## src/hdl/ued_pkg.sv

```systemverilog
// shared constants and types for the endpoint descriptor table logic
package ued_pkg;
  localparam int unsigned NUM_EP          = 16;
  localparam int unsigned NUM_DIR         = 32;
  localparam int unsigned ENTRY_BYTES     = 8;
  localparam int unsigned TABLE_BYTES     = 512;
  localparam int unsigned TABLE_WORDS     = TABLE_BYTES / 4;
  localparam int unsigned PAGE_W          = 23;
  localparam int unsigned WIDX_W          = 7;
  localparam int unsigned BC_W            = 10;
  // entry address layout: page | endpoint | tx | odd | byte in entry
  localparam int unsigned ADDR_EP_LSB     = 5;
  localparam int unsigned ADDR_TX_BIT     = 4;
  localparam int unsigned ADDR_ODD_BIT    = 3;
  localparam logic [2:0]  PTR_WORD_OFS    = 3'h0;
  localparam logic [2:0]  CTL_WORD_OFS    = 3'h4;
  // fields of the control word (entry bits 63:32, less 32)
  localparam int unsigned OWN_BIT         = 7;
  localparam int unsigned TOGGLE_BIT      = 6;
  localparam int unsigned KEEP_BIT        = 5;
  localparam int unsigned NO_ADDRESS_INCREMENT_BIT_BIT        = 4;
  localparam int unsigned DTS_BIT         = 3;
  localparam int unsigned STALL_BIT       = 2;
  localparam int unsigned PID_LSB         = 2;
  localparam int unsigned BC_LSB          = 16;
  // token pids
  localparam logic [3:0]  PID_OUT         = 4'h1;
  localparam logic [3:0]  PID_IN          = 4'h9;
  localparam logic [3:0]  PID_SETUP       = 4'hd;
  // reset values
  localparam logic [PAGE_W-1:0] PAGE_RST  = 23'h000000;
  localparam logic [31:0] WORD_RST        = 32'h00000000;

  typedef enum logic [4:0] {
    ST_IDLE   = 5'b00001,
    ST_RD_CTL = 5'b00010,
    ST_RD_PTR = 5'b00100,
    ST_XFER   = 5'b01000,
    ST_WB     = 5'b10000
  } ued_state_t;
endpackage : ued_pkg

```

## src/hdl/ued_if.sv

```systemverilog
// dma link between the usb module and shared system memory
`timescale 1ns/1ns
interface ued_if;
  import ued_pkg::*;
  logic                  mem_req;
  logic                  mem_we;
  logic [31:0]           mem_addr;
  logic [31:0]           mem_wdata;
  logic                  mem_ack;
  logic [31:0]           mem_rdata;
  logic [PAGE_W-1:0]     table_base_page;

  modport dev (
    output mem_req, mem_we, mem_addr, mem_wdata,
    input  mem_ack, mem_rdata, table_base_page
  );
  modport mem (
    input  mem_req, mem_we, mem_addr, mem_wdata,
    output mem_ack, mem_rdata, table_base_page
  );
endinterface : ued_if

```

## src/hdl/ued_device.sv

```systemverilog
// usb module end: token to descriptor fetch, service and write-back
//
// Contract
// - software aligns table to 512 bytes, loads page
// - two eight-byte entries per endpoint direction
// - table at most 512 bytes, sixteen endpoints
// - own bit zero cpu, one usb module
// - cpu leaves owned entries and buffers alone
// - token on enabled endpoint fetches entry, checks own
// - per direction odd selector alternates the entries
// - address is page, endpoint, tx, odd
// - tx bit one transmit, zero receive
// - out and setup receive, in transmits
// - ten bit byte count at 57:48
// - bits 31:0 hold buffer pointer
// - bit 39 own, bit 38 data toggle
// - bits 37:34 control bits or token pid
// - keep and no increment taken from entry
// - completion clears own unless keep set
// - keep clear writes token pid back
// - cpu writes own byte last
`timescale 1ns/1ns
module ued_device
  import ued_pkg::*;
(
  input  wire logic              sys_clk_in,
  input  wire logic              sys_rst_in,
  ued_if.dev                     link,
  input  wire logic              token_valid_in,
  input  wire logic [3:0]        token_ep_in,
  input  wire logic [3:0]        token_pid_in,
  input  wire logic [NUM_EP-1:0] ep_rx_en_in,
  input  wire logic [NUM_EP-1:0] ep_tx_en_in,
  input  wire logic [NUM_EP-1:0] ep_ctl_dis_in,
  input  wire logic              xfer_step_in,
  input  wire logic              xfer_done_in,
  input  wire logic [BC_W-1:0]   xfer_count_in,
  output logic                   busy_out,
  output logic                   entry_live_out,
  output logic                   tx_out,
  output logic                   odd_out,
  output logic [31:0]            buf_addr_out,
  output logic [BC_W-1:0]        byte_count_out,
  output logic                   data_toggle_out,
  output logic                   no_inc_out,
  output logic                   toggle_sync_out,
  output logic                   stall_out,
  output logic                   done_out,
  output logic                   nak_out
);
  ued_state_t        state_r;
  logic [3:0]        ep_r;
  logic [3:0]        pid_r;
  logic              tx_r;
  logic [31:0]       ctl_r;
  logic [BC_W-1:0]   count_r;
  logic              req_r;
  logic              we_r;
  logic [31:0]       addr_r;
  logic [31:0]       wdata_r;

  wire               is_in      = (token_pid_in == PID_IN);
  wire               is_out     = (token_pid_in == PID_OUT);
  wire               is_setup   = (token_pid_in == PID_SETUP);
  // setup needs both directions and control transfers not disabled
  wire               tok_ok     = token_valid_in && (state_r == ST_IDLE) &&
                                  ((is_in && ep_tx_en_in[token_ep_in]) ||
                                   (is_out && ep_rx_en_in[token_ep_in]) ||
                                   (is_setup && ep_rx_en_in[token_ep_in] && ep_tx_en_in[token_ep_in] &&
                                    !ep_ctl_dis_in[token_ep_in]));
  wire               tok_tx     = is_in;
  wire [3:0]         sel_ep     = (state_r == ST_IDLE) ? token_ep_in : ep_r;
  wire               sel_tx     = (state_r == ST_IDLE) ? tok_tx : tx_r;
  wire [4:0]         dir_idx    = {sel_ep, sel_tx};
  wire               odd_sel;
  wire               ack        = link.mem_ack && req_r;
  // entry base: 16 bytes per direction, 8 per entry
  wire [31:0]        entry_base = {link.table_base_page, sel_ep, sel_tx, odd_sel, 3'h0};
  wire               own_rd     = link.mem_rdata[OWN_BIT];
  wire               keep       = ctl_r[KEEP_BIT];
  wire [3:0]         pid_field  = keep ? ctl_r[KEEP_BIT:STALL_BIT] : pid_r;
  wire               own_wb     = keep;
  wire [31:0]        wb_word    = {6'h00, xfer_count_in, 8'h00, own_wb, ctl_r[TOGGLE_BIT], pid_field,
                                   2'h0};
  wire               flip       = (state_r == ST_WB) && ack;
  wire [31:0]        step_addr  = buf_addr_out + 32'h00000001;

  ued_odd_bank #(
    .N  (NUM_DIR),
    .IW (5)
  ) u_odd_bank (
    .sys_clk_in (sys_clk_in),
    .sys_rst_in (sys_rst_in),
    .sel_idx_in (dir_idx),
    .flip_in    (flip),
    .odd_out    (odd_sel)
  );

  assign link.mem_req   = req_r;
  assign link.mem_we    = we_r;
  assign link.mem_addr  = addr_r;
  assign link.mem_wdata = wdata_r;

  // sequencer
  always_ff @(posedge sys_clk_in)
  begin
    if (sys_rst_in)
    begin
      state_r <= ST_IDLE;
      req_r   <= 1'b0;
      we_r    <= 1'b0;
      addr_r  <= WORD_RST;
      wdata_r <= WORD_RST;
    end
    else
    begin
      unique case (state_r)
        ST_IDLE:
        begin
          if (tok_ok)
          begin
            state_r <= ST_RD_CTL;
            req_r   <= 1'b1;
            we_r    <= 1'b0;
            addr_r  <= entry_base | {29'h0, CTL_WORD_OFS};
          end
        end
        ST_RD_CTL:
        begin
          if (ack && !own_rd)
          begin
            state_r <= ST_IDLE;
            req_r   <= 1'b0;
          end
          else if (ack)
          begin
            state_r <= ST_RD_PTR;
            addr_r  <= entry_base | {29'h0, PTR_WORD_OFS};
          end
        end
        ST_RD_PTR:
        begin
          if (ack)
          begin
            state_r <= ST_XFER;
            req_r   <= 1'b0;
          end
        end
        ST_XFER:
        begin
          if (xfer_done_in)
          begin
            state_r <= ST_WB;
            req_r   <= 1'b1;
            we_r    <= 1'b1;
            addr_r  <= entry_base | {29'h0, CTL_WORD_OFS};
            wdata_r <= wb_word;
          end
        end
        ST_WB:
        begin
          if (ack)
          begin
            state_r <= ST_IDLE;
            req_r   <= 1'b0;
            we_r    <= 1'b0;
          end
        end
      endcase
    end
  end

  // token capture and write-back fields
  always_ff @(posedge sys_clk_in)
  begin
    if (sys_rst_in)
    begin
      ep_r    <= 4'h0;
      pid_r   <= 4'h0;
      tx_r    <= 1'b0;
      ctl_r   <= WORD_RST;
      count_r <= '0;
    end
    else
    begin
      if (tok_ok)
      begin
        ep_r  <= token_ep_in;
        pid_r <= token_pid_in;
        tx_r  <= tok_tx;
      end
      if ((state_r == ST_RD_CTL) && ack)
      begin
        ctl_r   <= link.mem_rdata;
        count_r <= link.mem_rdata[BC_LSB +: BC_W];
      end
    end
  end

  // user side view of the live entry
  always_ff @(posedge sys_clk_in)
  begin
    if (sys_rst_in)
    begin
      busy_out        <= 1'b0;
      entry_live_out  <= 1'b0;
      tx_out          <= 1'b0;
      odd_out         <= 1'b0;
      buf_addr_out    <= WORD_RST;
      byte_count_out  <= '0;
      data_toggle_out <= 1'b0;
      no_inc_out      <= 1'b0;
      toggle_sync_out <= 1'b0;
      stall_out       <= 1'b0;
      done_out        <= 1'b0;
      nak_out         <= 1'b0;
    end
    else
    begin
      busy_out <= (state_r == ST_IDLE) ? tok_ok :
                  !(((state_r == ST_WB) && ack) || ((state_r == ST_RD_CTL) && ack && !own_rd));
      done_out <= flip;
      nak_out  <= (state_r == ST_RD_CTL) && ack && !own_rd;
      if (tok_ok)
      begin
        tx_out  <= tok_tx;
        odd_out <= odd_sel;
      end
      if ((state_r == ST_RD_PTR) && ack)
      begin
        entry_live_out  <= 1'b1;
        buf_addr_out    <= link.mem_rdata;
        byte_count_out  <= count_r;
        data_toggle_out <= ctl_r[TOGGLE_BIT];
        no_inc_out      <= ctl_r[NO_ADDRESS_INCREMENT_BIT_BIT];
        toggle_sync_out <= ctl_r[DTS_BIT];
        stall_out       <= ctl_r[STALL_BIT];
      end
      else if ((state_r == ST_XFER) && xfer_done_in)
        entry_live_out <= 1'b0;
      else if ((state_r == ST_XFER) && xfer_step_in && !no_inc_out)
        buf_addr_out <= step_addr;
    end
  end
endmodule : ued_device

```

## src/hdl/ued_odd_bank.sv

```systemverilog
// per endpoint direction odd/even selector bits
`timescale 1ns/1ns
module ued_odd_bank #(
  parameter int unsigned N  = 32,
  parameter int unsigned IW = 5
) (
  input  wire logic          sys_clk_in,
  input  wire logic          sys_rst_in,
  input  wire logic [IW-1:0] sel_idx_in,
  input  wire logic          flip_in,
  output logic               odd_out
);
  logic [N-1:0] bank_r;

  assign odd_out = bank_r[sel_idx_in];

  always_ff @(posedge sys_clk_in)
  begin
    if (sys_rst_in)
      bank_r <= '0;
    else if (flip_in)
      bank_r[sel_idx_in] <= ~bank_r[sel_idx_in];
  end
endmodule : ued_odd_bank

```

## src/flat_wrapper.sv

```systemverilog
// flat-port wrapper written by rule: the top's interface ports become plain ports
module ued_device_flat import ued_pkg::*;
  (sys_clk_in, sys_rst_in, token_valid_in, token_ep_in, token_pid_in, ep_rx_en_in, ep_tx_en_in, ep_ctl_dis_in, xfer_step_in, xfer_done_in, xfer_count_in, busy_out, entry_live_out, tx_out, odd_out, buf_addr_out, byte_count_out, data_toggle_out, no_inc_out, toggle_sync_out, stall_out, done_out, nak_out, link_mem_req, link_mem_we, link_mem_addr, link_mem_wdata, link_mem_ack, link_mem_rdata, link_table_base_page);
  ued_if link_i ();
  input  wire logic sys_clk_in;
  input  wire logic sys_rst_in;
  input  wire logic token_valid_in;
  input  wire logic [3:0] token_ep_in;
  input  wire logic [3:0] token_pid_in;
  input  wire logic [NUM_EP-1:0] ep_rx_en_in;
  input  wire logic [NUM_EP-1:0] ep_tx_en_in;
  input  wire logic [NUM_EP-1:0] ep_ctl_dis_in;
  input  wire logic xfer_step_in;
  input  wire logic xfer_done_in;
  input  wire logic [BC_W-1:0] xfer_count_in;
  output logic busy_out;
  output logic entry_live_out;
  output logic tx_out;
  output logic odd_out;
  output logic [31:0] buf_addr_out;
  output logic [BC_W-1:0] byte_count_out;
  output logic data_toggle_out;
  output logic no_inc_out;
  output logic toggle_sync_out;
  output logic stall_out;
  output logic done_out;
  output logic nak_out;
  output wire logic [$bits(link_i.mem_req)-1:0] link_mem_req;
  output wire logic [$bits(link_i.mem_we)-1:0] link_mem_we;
  output wire logic [$bits(link_i.mem_addr)-1:0] link_mem_addr;
  output wire logic [$bits(link_i.mem_wdata)-1:0] link_mem_wdata;
  input wire logic [$bits(link_i.mem_ack)-1:0] link_mem_ack;
  input wire logic [$bits(link_i.mem_rdata)-1:0] link_mem_rdata;
  input wire logic [$bits(link_i.table_base_page)-1:0] link_table_base_page;
  assign link_mem_req = link_i.mem_req;
  assign link_mem_we = link_i.mem_we;
  assign link_mem_addr = link_i.mem_addr;
  assign link_mem_wdata = link_i.mem_wdata;
  assign link_i.mem_ack = link_mem_ack;
  assign link_i.mem_rdata = link_mem_rdata;
  assign link_i.table_base_page = link_table_base_page;
  ued_device u_core (.sys_clk_in(sys_clk_in), .sys_rst_in(sys_rst_in), .link(link_i), .token_valid_in(token_valid_in), .token_ep_in(token_ep_in), .token_pid_in(token_pid_in), .ep_rx_en_in(ep_rx_en_in), .ep_tx_en_in(ep_tx_en_in), .ep_ctl_dis_in(ep_ctl_dis_in), .xfer_step_in(xfer_step_in), .xfer_done_in(xfer_done_in), .xfer_count_in(xfer_count_in), .busy_out(busy_out), .entry_live_out(entry_live_out), .tx_out(tx_out), .odd_out(odd_out), .buf_addr_out(buf_addr_out), .byte_count_out(byte_count_out), .data_toggle_out(data_toggle_out), .no_inc_out(no_inc_out), .toggle_sync_out(toggle_sync_out), .stall_out(stall_out), .done_out(done_out), .nak_out(nak_out));
endmodule
```

## config.mk

```make
export PLATFORM = sky130hd
export DESIGN_NAME = ued_device_flat
export DESIGN_NICKNAME = d
export VERILOG_FILES = /design/src/hdl/ued_pkg.sv /design/src/hdl/ued_if.sv /design/src/hdl/ued_device.sv /design/src/hdl/ued_odd_bank.sv /design/src/flat_wrapper.sv
export SDC_FILE = /design/constraint.sdc
export NUM_CORES = 1
export LEC_CHECK = 0
export ABC_CLOCK_PERIOD_IN_PS = 3030
export BUFFER_PORTS_ARGS = -buffer_cell sky130_fd_sc_hd__buf_2
export CORE_UTILIZATION = 48
export DETAILED_ROUTE_END_ITERATION = 12
export HOLD_SLACK_MARGIN = 0.06
export PLACE_DENSITY = 0.78
export SETUP_SLACK_MARGIN = 0.5
export SLEW_MARGIN = 20
export SYNTH_ARGS = -nofsm -noshare
export SYNTH_HDL_FRONTEND = slang
export SYNTH_SLANG_ARGS = --single-unit
export TNS_END_PERCENT = 50
```

## constraint.sdc

```tcl
create_clock -name sys_clk_in -period 3.03 [get_ports sys_clk_in]
set_input_delay 0.606 -clock sys_clk_in [delete_from_list [all_inputs] [get_ports sys_clk_in]]
set_output_delay 0.606 -clock sys_clk_in [all_outputs]
set_load 0.01 [all_outputs]
```

==> results of run 1 <==
-- cells by family after synthesis --
| logic type | after synthesis | share of synthesized area |
|---|---|---|
| AO/OA/AOI/OAI | 327 | 0.2561 |
| XOR/XNOR | 11 | 0.01127 |
| adder cells (fa/ha/maj) | 1 | 0.001463 |
| buffers and inverters | 117 | 0.06965 |
| flip-flops | 160 | 0.3746 |
| multiplexers | 35 | 0.05253 |
| other | 1 | 0.0004386 |
| AND/OR/NAND/NOR | 389 | 0.2340 |
-- critical path: stages (launching register included) --
cell and delay [ns]:
dfxtp_2 0.35, or3b_4 0.47, nor2_8 0.18, mux2i_4 0.27
nand4b_4 0.14, a2111oi_4 0.39, nor4b_4 0.30, buf_6 0.18
buf_6 0.14, a311oi_1 0.10
-- cell type report --
class,instances,area [um2]
clock buffers,17,425.4
clock inverters,15,146.4
fillers,1485,6501
inverters,11,41.29
multi-input cells,781,4943
flip-flops and latches,160,3214
well taps,225,281.5
repair buffers,302,1803
-- final timing paths --
kind                                         from                          end  slack [ns]  depth (start not counted)
worst max-delay path            u_core.state_r[4]  u_core.u_odd_bank.bank_r[5]        0.38                          9
worst min-delay path             xfer_count_in[3]    u_core.link.mem_wdata[19]        0.42                          3
worst max register to register  u_core.state_r[4]  u_core.u_odd_bank.bank_r[5]        0.38                          9
worst min register to register  u_core.count_r[5]     u_core.byte_count_out[5]        0.45                          2
-- stage by stage --
step	power, W	util	setup WS (ns)	hold WS, ns	TNS [ns]
global route	0.005825	0.6254	0.3205	0.4168	0
CTS	0.005543	0.6173	0.4482	0.4121	0
floorplan	0.003038	-	0.4309	0.4321	0
finish	0.005617	0.6254	0.3831	0.4201	0
global placement	0.003367	0.5747	-0.1018	0.4389	-2.590
detailed placement	0.003376	0.5747	-0.1329	0.4444	-3.364
-- synthesized netlist by cell type (4+ instances only) --
library cell / instances / share of area
o41ai_1: 4 / 0.0041
or3_1: 4 / 0.0029
clkbuf_1: 57 / 0.025
dfxtp_1: 160 / 0.37
mux2i_1: 19 / 0.022
nor4_1: 8 / 0.0059
o21ai_0: 31 / 0.018
a311oi_1: 35 / 0.036
buf_2: 14 / 0.0082
a21oi_1: 144 / 0.084
a211oi_1: 17 / 0.015
buf_4: 27 / 0.024
a221oi_1: 7 / 0.0072
and3_1: 5 / 0.0037
mux4_2: 7 / 0.018
nor2_1: 61 / 0.027
nor3_1: 23 / 0.013
nor3b_1: 8 / 0.0070
inv_1: 11 / 0.0048
nor2b_1: 13 / 0.0095
or4_1: 5 / 0.0044
xnor2_1: 5 / 0.0051
nand2_1: 136 / 0.060
xor2_1: 6 / 0.0061
o211ai_1: 26 / 0.023
nand4b_1: 5 / 0.0051
buf_6: 5 / 0.0066
nand2b_1: 8 / 0.0059
nand4_1: 13 / 0.0095
mux2_2: 9 / 0.012
and2_1: 9 / 0.0066
nand3_1: 61 / 0.036
-- timing repair --
item	4_1_cts	5_1_grt
setup endpoints to repair	67	80
setup buffers	12	4
pin swaps	6	4
gates cloned	1	1
resized for setup	19	21
-- metal layers --
metal | routed length [um] | vias up | global-route usage
met5 | 0 | - | 0
met4 | 939 | 0 | 0.1373
met3 | 2030 | 87 | 0.06210
met2 | 12430 | 450 | 0.4453
met1 | 11210 | 4213 | 0.3620
li1 | - | 4299 | -
-- state kept, by name (all words and copies together) (netlist names), 4 cells and up --
| register | cells |
|---|---|
| u_core.buf_addr_out | 32 |
| u_core.state_r | 5 |
| u_core.pid_r | 4 |
| u_core.ep_r | 4 |
| u_core.byte_count_out | 10 |
| u_core.link.mem_wdata | 16 |
| u_core.u_odd_bank.bank_r | 32 |
| u_core.ctl_r | 5 |
| u_core.count_r | 10 |
| u_core.link.mem_addr | 30 |
-- power by group through the flow --
stage	registers, W	clock network (W)	logic [W]
5_1_grt	0.00223	0.00218	0.00141
6_report	0.00222	0.00207	0.00132
4_1_cts	0.00222	0.00210	0.00122
3_5_place_dp	0.00227	0	0.00110
3_3_place_gp	0.00227	0	0.00110
2_1_floorplan	0.00230	0	0.000740
==> metrics, run 1 <==
maxcap violations 0; Comb pwr share 0.235; WP data arrival 2.93 ns; CTS tree built; core box area 17360 um2; run status finished, final reports clean; Yosys reg bits 160; sequential power share 0.396; Hold Buf Count CTS 0; Final Max Slew Viols 0; post-route insts no fill 1511; largest net degree at the start of global routing 60; Mapped Cells 1041; Setup crit end kind flop; final worst path period share 0.8736; vias in the first global route 8278; fin area 10860 um2; RSZ-0062 raised after global routing true; clock slew at reported path FFs 0.07 ns; Setup Crit Path Kind flop to flop; Syn-to-layout area delta 26.95%; Seq/Total Area, Yosys 0.3746; Power per Cell Area 517.5 nW/um2; critical path startpoint category flop; hpwl dp 18.52 mm; Global Route Usage Sum 0.2816; ant diodes 0; Row Count 48; CP Max Fanout 6; CTS sink cnt 160; GRT overflow 0; Cell variety after synth 94; Vias/cell 5.989; worst-margin pin slew 0.5873 ns; wirelength, routed 26.61 mm; Die Span Y 135.5 um; Final min period 2.647 ns; Detail Route Antenna Nets 0; die area 18350 um2; EDFF count, synth 0; antenna violations before repair 0; skew final 0.007429 ns; starting density of the core 0.4926; P_sw 0.001771 W; Vias 9049; Placed Instances 1461; final hold viol count 0; fraction of registers with async set/reset 0; Placed Area 9975 um2; CP Data Required Time 3.32 ns; port bufs 226; leakage 4.233 nW; clock network power share 0.369; Num CTS Buffers 17; DRC violations left 0; Top FF cell, synth dfxtp_1; global-route wire length before repair 41.50 mm; fin nets 1401; routed wire length per instance 17.61 um; VDD IR max 0.3873 mV; TritonRoute pass-1 iters 5; Ys Warns 0; Root Buffer clkbuf_16; Worst slew margin 0.6074; mapped cell area 8551 um2; H-Tree Level Count 4; Max Clock Freq 377.8 MHz; # IOs 245; share of layout cells above drive strength 1 0.3126; commonest non-fill, non-tap cell in the layout buf_2; DRT iter0 DRCs 915; Synth Area per Inst 8.214 um2; die width 135.5 um; most frequent cells in the layout buf_2, dfxtp_1, a21oi_1; Max Root-Sink Buffers 2; Hold/Removal Path Class primary input to flop; # setup viols final 0; GP Congestion 0.9160; internal power 0.003846 W; Net Sw Frac 0.3153; worst skew pair latency 0.42 ns
Power figures use the tool's default switching activity.
==> inputs of run 2 (changes only) <==
--- a/config.mk
+++ b/config.mk
@@ -7,8 +7,9 @@
 export LEC_CHECK = 0
-export ABC_CLOCK_PERIOD_IN_PS = 3030
+export ABC_CLOCK_PERIOD_IN_PS = 2760
 export BUFFER_PORTS_ARGS = -buffer_cell sky130_fd_sc_hd__buf_2
-export CORE_UTILIZATION = 48
+export CORE_UTILIZATION = 53
+export CTS_BUF_LIST = sky130_fd_sc_hd__clkbuf_16
 export DETAILED_ROUTE_END_ITERATION = 12
 export HOLD_SLACK_MARGIN = 0.06
-export PLACE_DENSITY = 0.78
+export PLACE_DENSITY = 0.81
 export SETUP_SLACK_MARGIN = 0.5
==> constraint.sdc (replaced) <==
create_clock -name sys_clk_in -period 2.76 [get_ports sys_clk_in]
set_input_delay 0.552 -clock sys_clk_in [delete_from_list [all_inputs] [get_ports sys_clk_in]]
set_output_delay 0.552 -clock sys_clk_in [all_outputs]
set_load 0.05 [all_outputs]
==> run 2 against run 1 <==
Against the previous run: largest power group unchanged; critical endpoint is now u_core.u_odd_bank.bank_r[1]; clock power up 10%; worst hold slack worse by 0.063 ns; register-to-register slack lost 0.25 ns; routed wire length fell by 0.50%; highest routed layer unchanged.
==> metrics, run 2 (same netlist as run 1, synthesis figures left out) <==
Hold WS 0.3574 ns; global-route wire length before repair 40.98 mm; ant diodes 0; run status finished, final reports clean; port bufs 226; Worst slew margin 0.5094; Row Count 46; most frequent cells in the layout buf_2, dfxtp_1, a21oi_1; worst-margin pin slew 0.7310 ns; CP Max Fanout 6; Syn-to-layout area delta 31.91%; Vias 9078; worst skew pair latency 0.43 ns; die width 129.0 um; Root Buffer clkbuf_16; CTS tree built; Num CTS Buffers 17; DRC violations left 0; CTS sink cnt 160; Cell Chain, Critical Path or3b_4 -> buf_6 -> o21ai_4 -> a21oi_2 -> nand4b_4 -> a2111oi_4 -> nor4b_4 -> buf_4 -> buf_6 -> a311oi_1; Detail Route Antenna Nets 0; VDD IR max 0.4883 mV; # setup viols final 0; largest net degree at the start of global routing 64; commonest non-fill, non-tap cell in the layout buf_2; wirelength, routed 26.47 mm; Power per Cell Area 574.8 nW/um2; H-Tree Level Count 4; core box area 15830 um2; fin area 11280 um2; # IOs 245; Die Span Y 129.0 um; GP Congestion 0.9329; Slowest-stage cell, CP or3b_4; clock slew at reported path FFs 0.07 ns; Final Max Slew Viols 0; Setup crit end kind flop; fin nets 1426; Max Root-Sink Buffers 2; Vias/cell 5.945; Global Route Usage Sum 0.3086; R2R setup slack 0.13 ns; DRT iter0 DRCs 833; leakage 4.411 nW; Setup Crit Path Kind flop to flop; Hold/Removal Path Class primary input to flop; TritonRoute pass-1 iters 6; share of layout cells above drive strength 1 0.3516; RSZ-0062 raised after global routing true; final worst path period share 0.9519; starting density of the core 0.5402; maxcap violations 0; WP data arrival 2.92 ns; final hold viol count 0; skew final 0.008538 ns; most common cell type on the critical path buf_6; vias in the first global route 8071; Placed Area 10190 um2; routed wire length per instance 17.34 um; Final min period 2.627 ns; hpwl dp 18.37 mm; critical path startpoint category flop; antenna violations before repair 0; CP Data Required Time 3.05 ns; GRT overflow 0; Max Clock Freq 380.6 MHz; max incr delay on CP 0.48 ns; die area 16640 um2
## run 2: cell count changes in the layout (fill, tap and decap cells not counted), sizes merged
cell,previous run,this run
clkinvlp,3,2
buf,300,324
clkinv,4,3
clkbuf,19,20
inv,19,21
## run 2: report_power, final
| part | internal (W) | switching (W) | total [W] |
|---|---|---|---|
| clock | 0.00120 | 0.00109 | 0.00228 |
| combinational | 0.000665 | 0.00109 | 0.00176 |
| sequential | 0.00239 | 0.0000504 | 0.00244 |
## run 2: cell type report
type,instances,area (um2)
multi-input cells,781,5145
well taps,216,270.3
flip-flops and latches,160,3232
repair buffers,327,2024
fillers,1247,4548
clock inverters,15,141.4
inverters,11,41.29
clock buffers,17,425.4
## run 2: through the flow
stage	setup slack (ns)	std cells	setup TNS, ns	total power (W)	utilization
3_5_place_dp	-0.2210	1471	-5.828	0.004015	0.6439
6_report	0.1327	1527	0	0.006483	0.7126
3_3_place_gp	-0.1382	1471	-2.751	0.004003	0.6439
4_1_cts	0.2171	1519	0	0.006406	0.6963
2_1_floorplan	0.2150	1058	0	0.003608	-
5_1_grt	0.02286	1527	0	0.006721	0.7126
## run 2: repair_timing
item,in CTS,in global routing
gates resized for setup,35,46
endpoints found under the setup margin,80,83
hold buffers,0,0
pin swaps,11,20
setup buffers,14,7
cloned,2,1
## run 2: final timing paths
| kind | start | end | depth (start not counted) |
|---|---|---|---|
| worst max-delay path | u_core.state_r[4] | u_core.u_odd_bank.bank_r[1] | 10 |
| worst min-delay path | xfer_count_in[6] | u_core.link.mem_wdata[22] | 3 |
| worst min register to register | u_core.byte_count_out[9] | u_core.byte_count_out[9] | 2 |
| worst max register to register | u_core.state_r[4] | u_core.u_odd_bank.bank_r[1] | 10 |
## run 2: critical path: cells and delay by family (launching register included)
kind                   cells  cell delay (ns)
flip-flops                 1             0.36
AND/OR/NAND/NOR            3             0.95
buffers and inverters      3             0.49
AO/OA/AOI/OAI              4             0.68
## run 2: metal layers
layer / GRT usage / vias to the layer above / routed length [um]
met5: 0 / - / 0
met4: 0.1363 / 0 / 843
met3: 0.05450 / 68 / 1830
met2: 0.4865 / 408 / 12340
met1: 0.4148 / 4258 / 11460
li1: - / 4344 / -
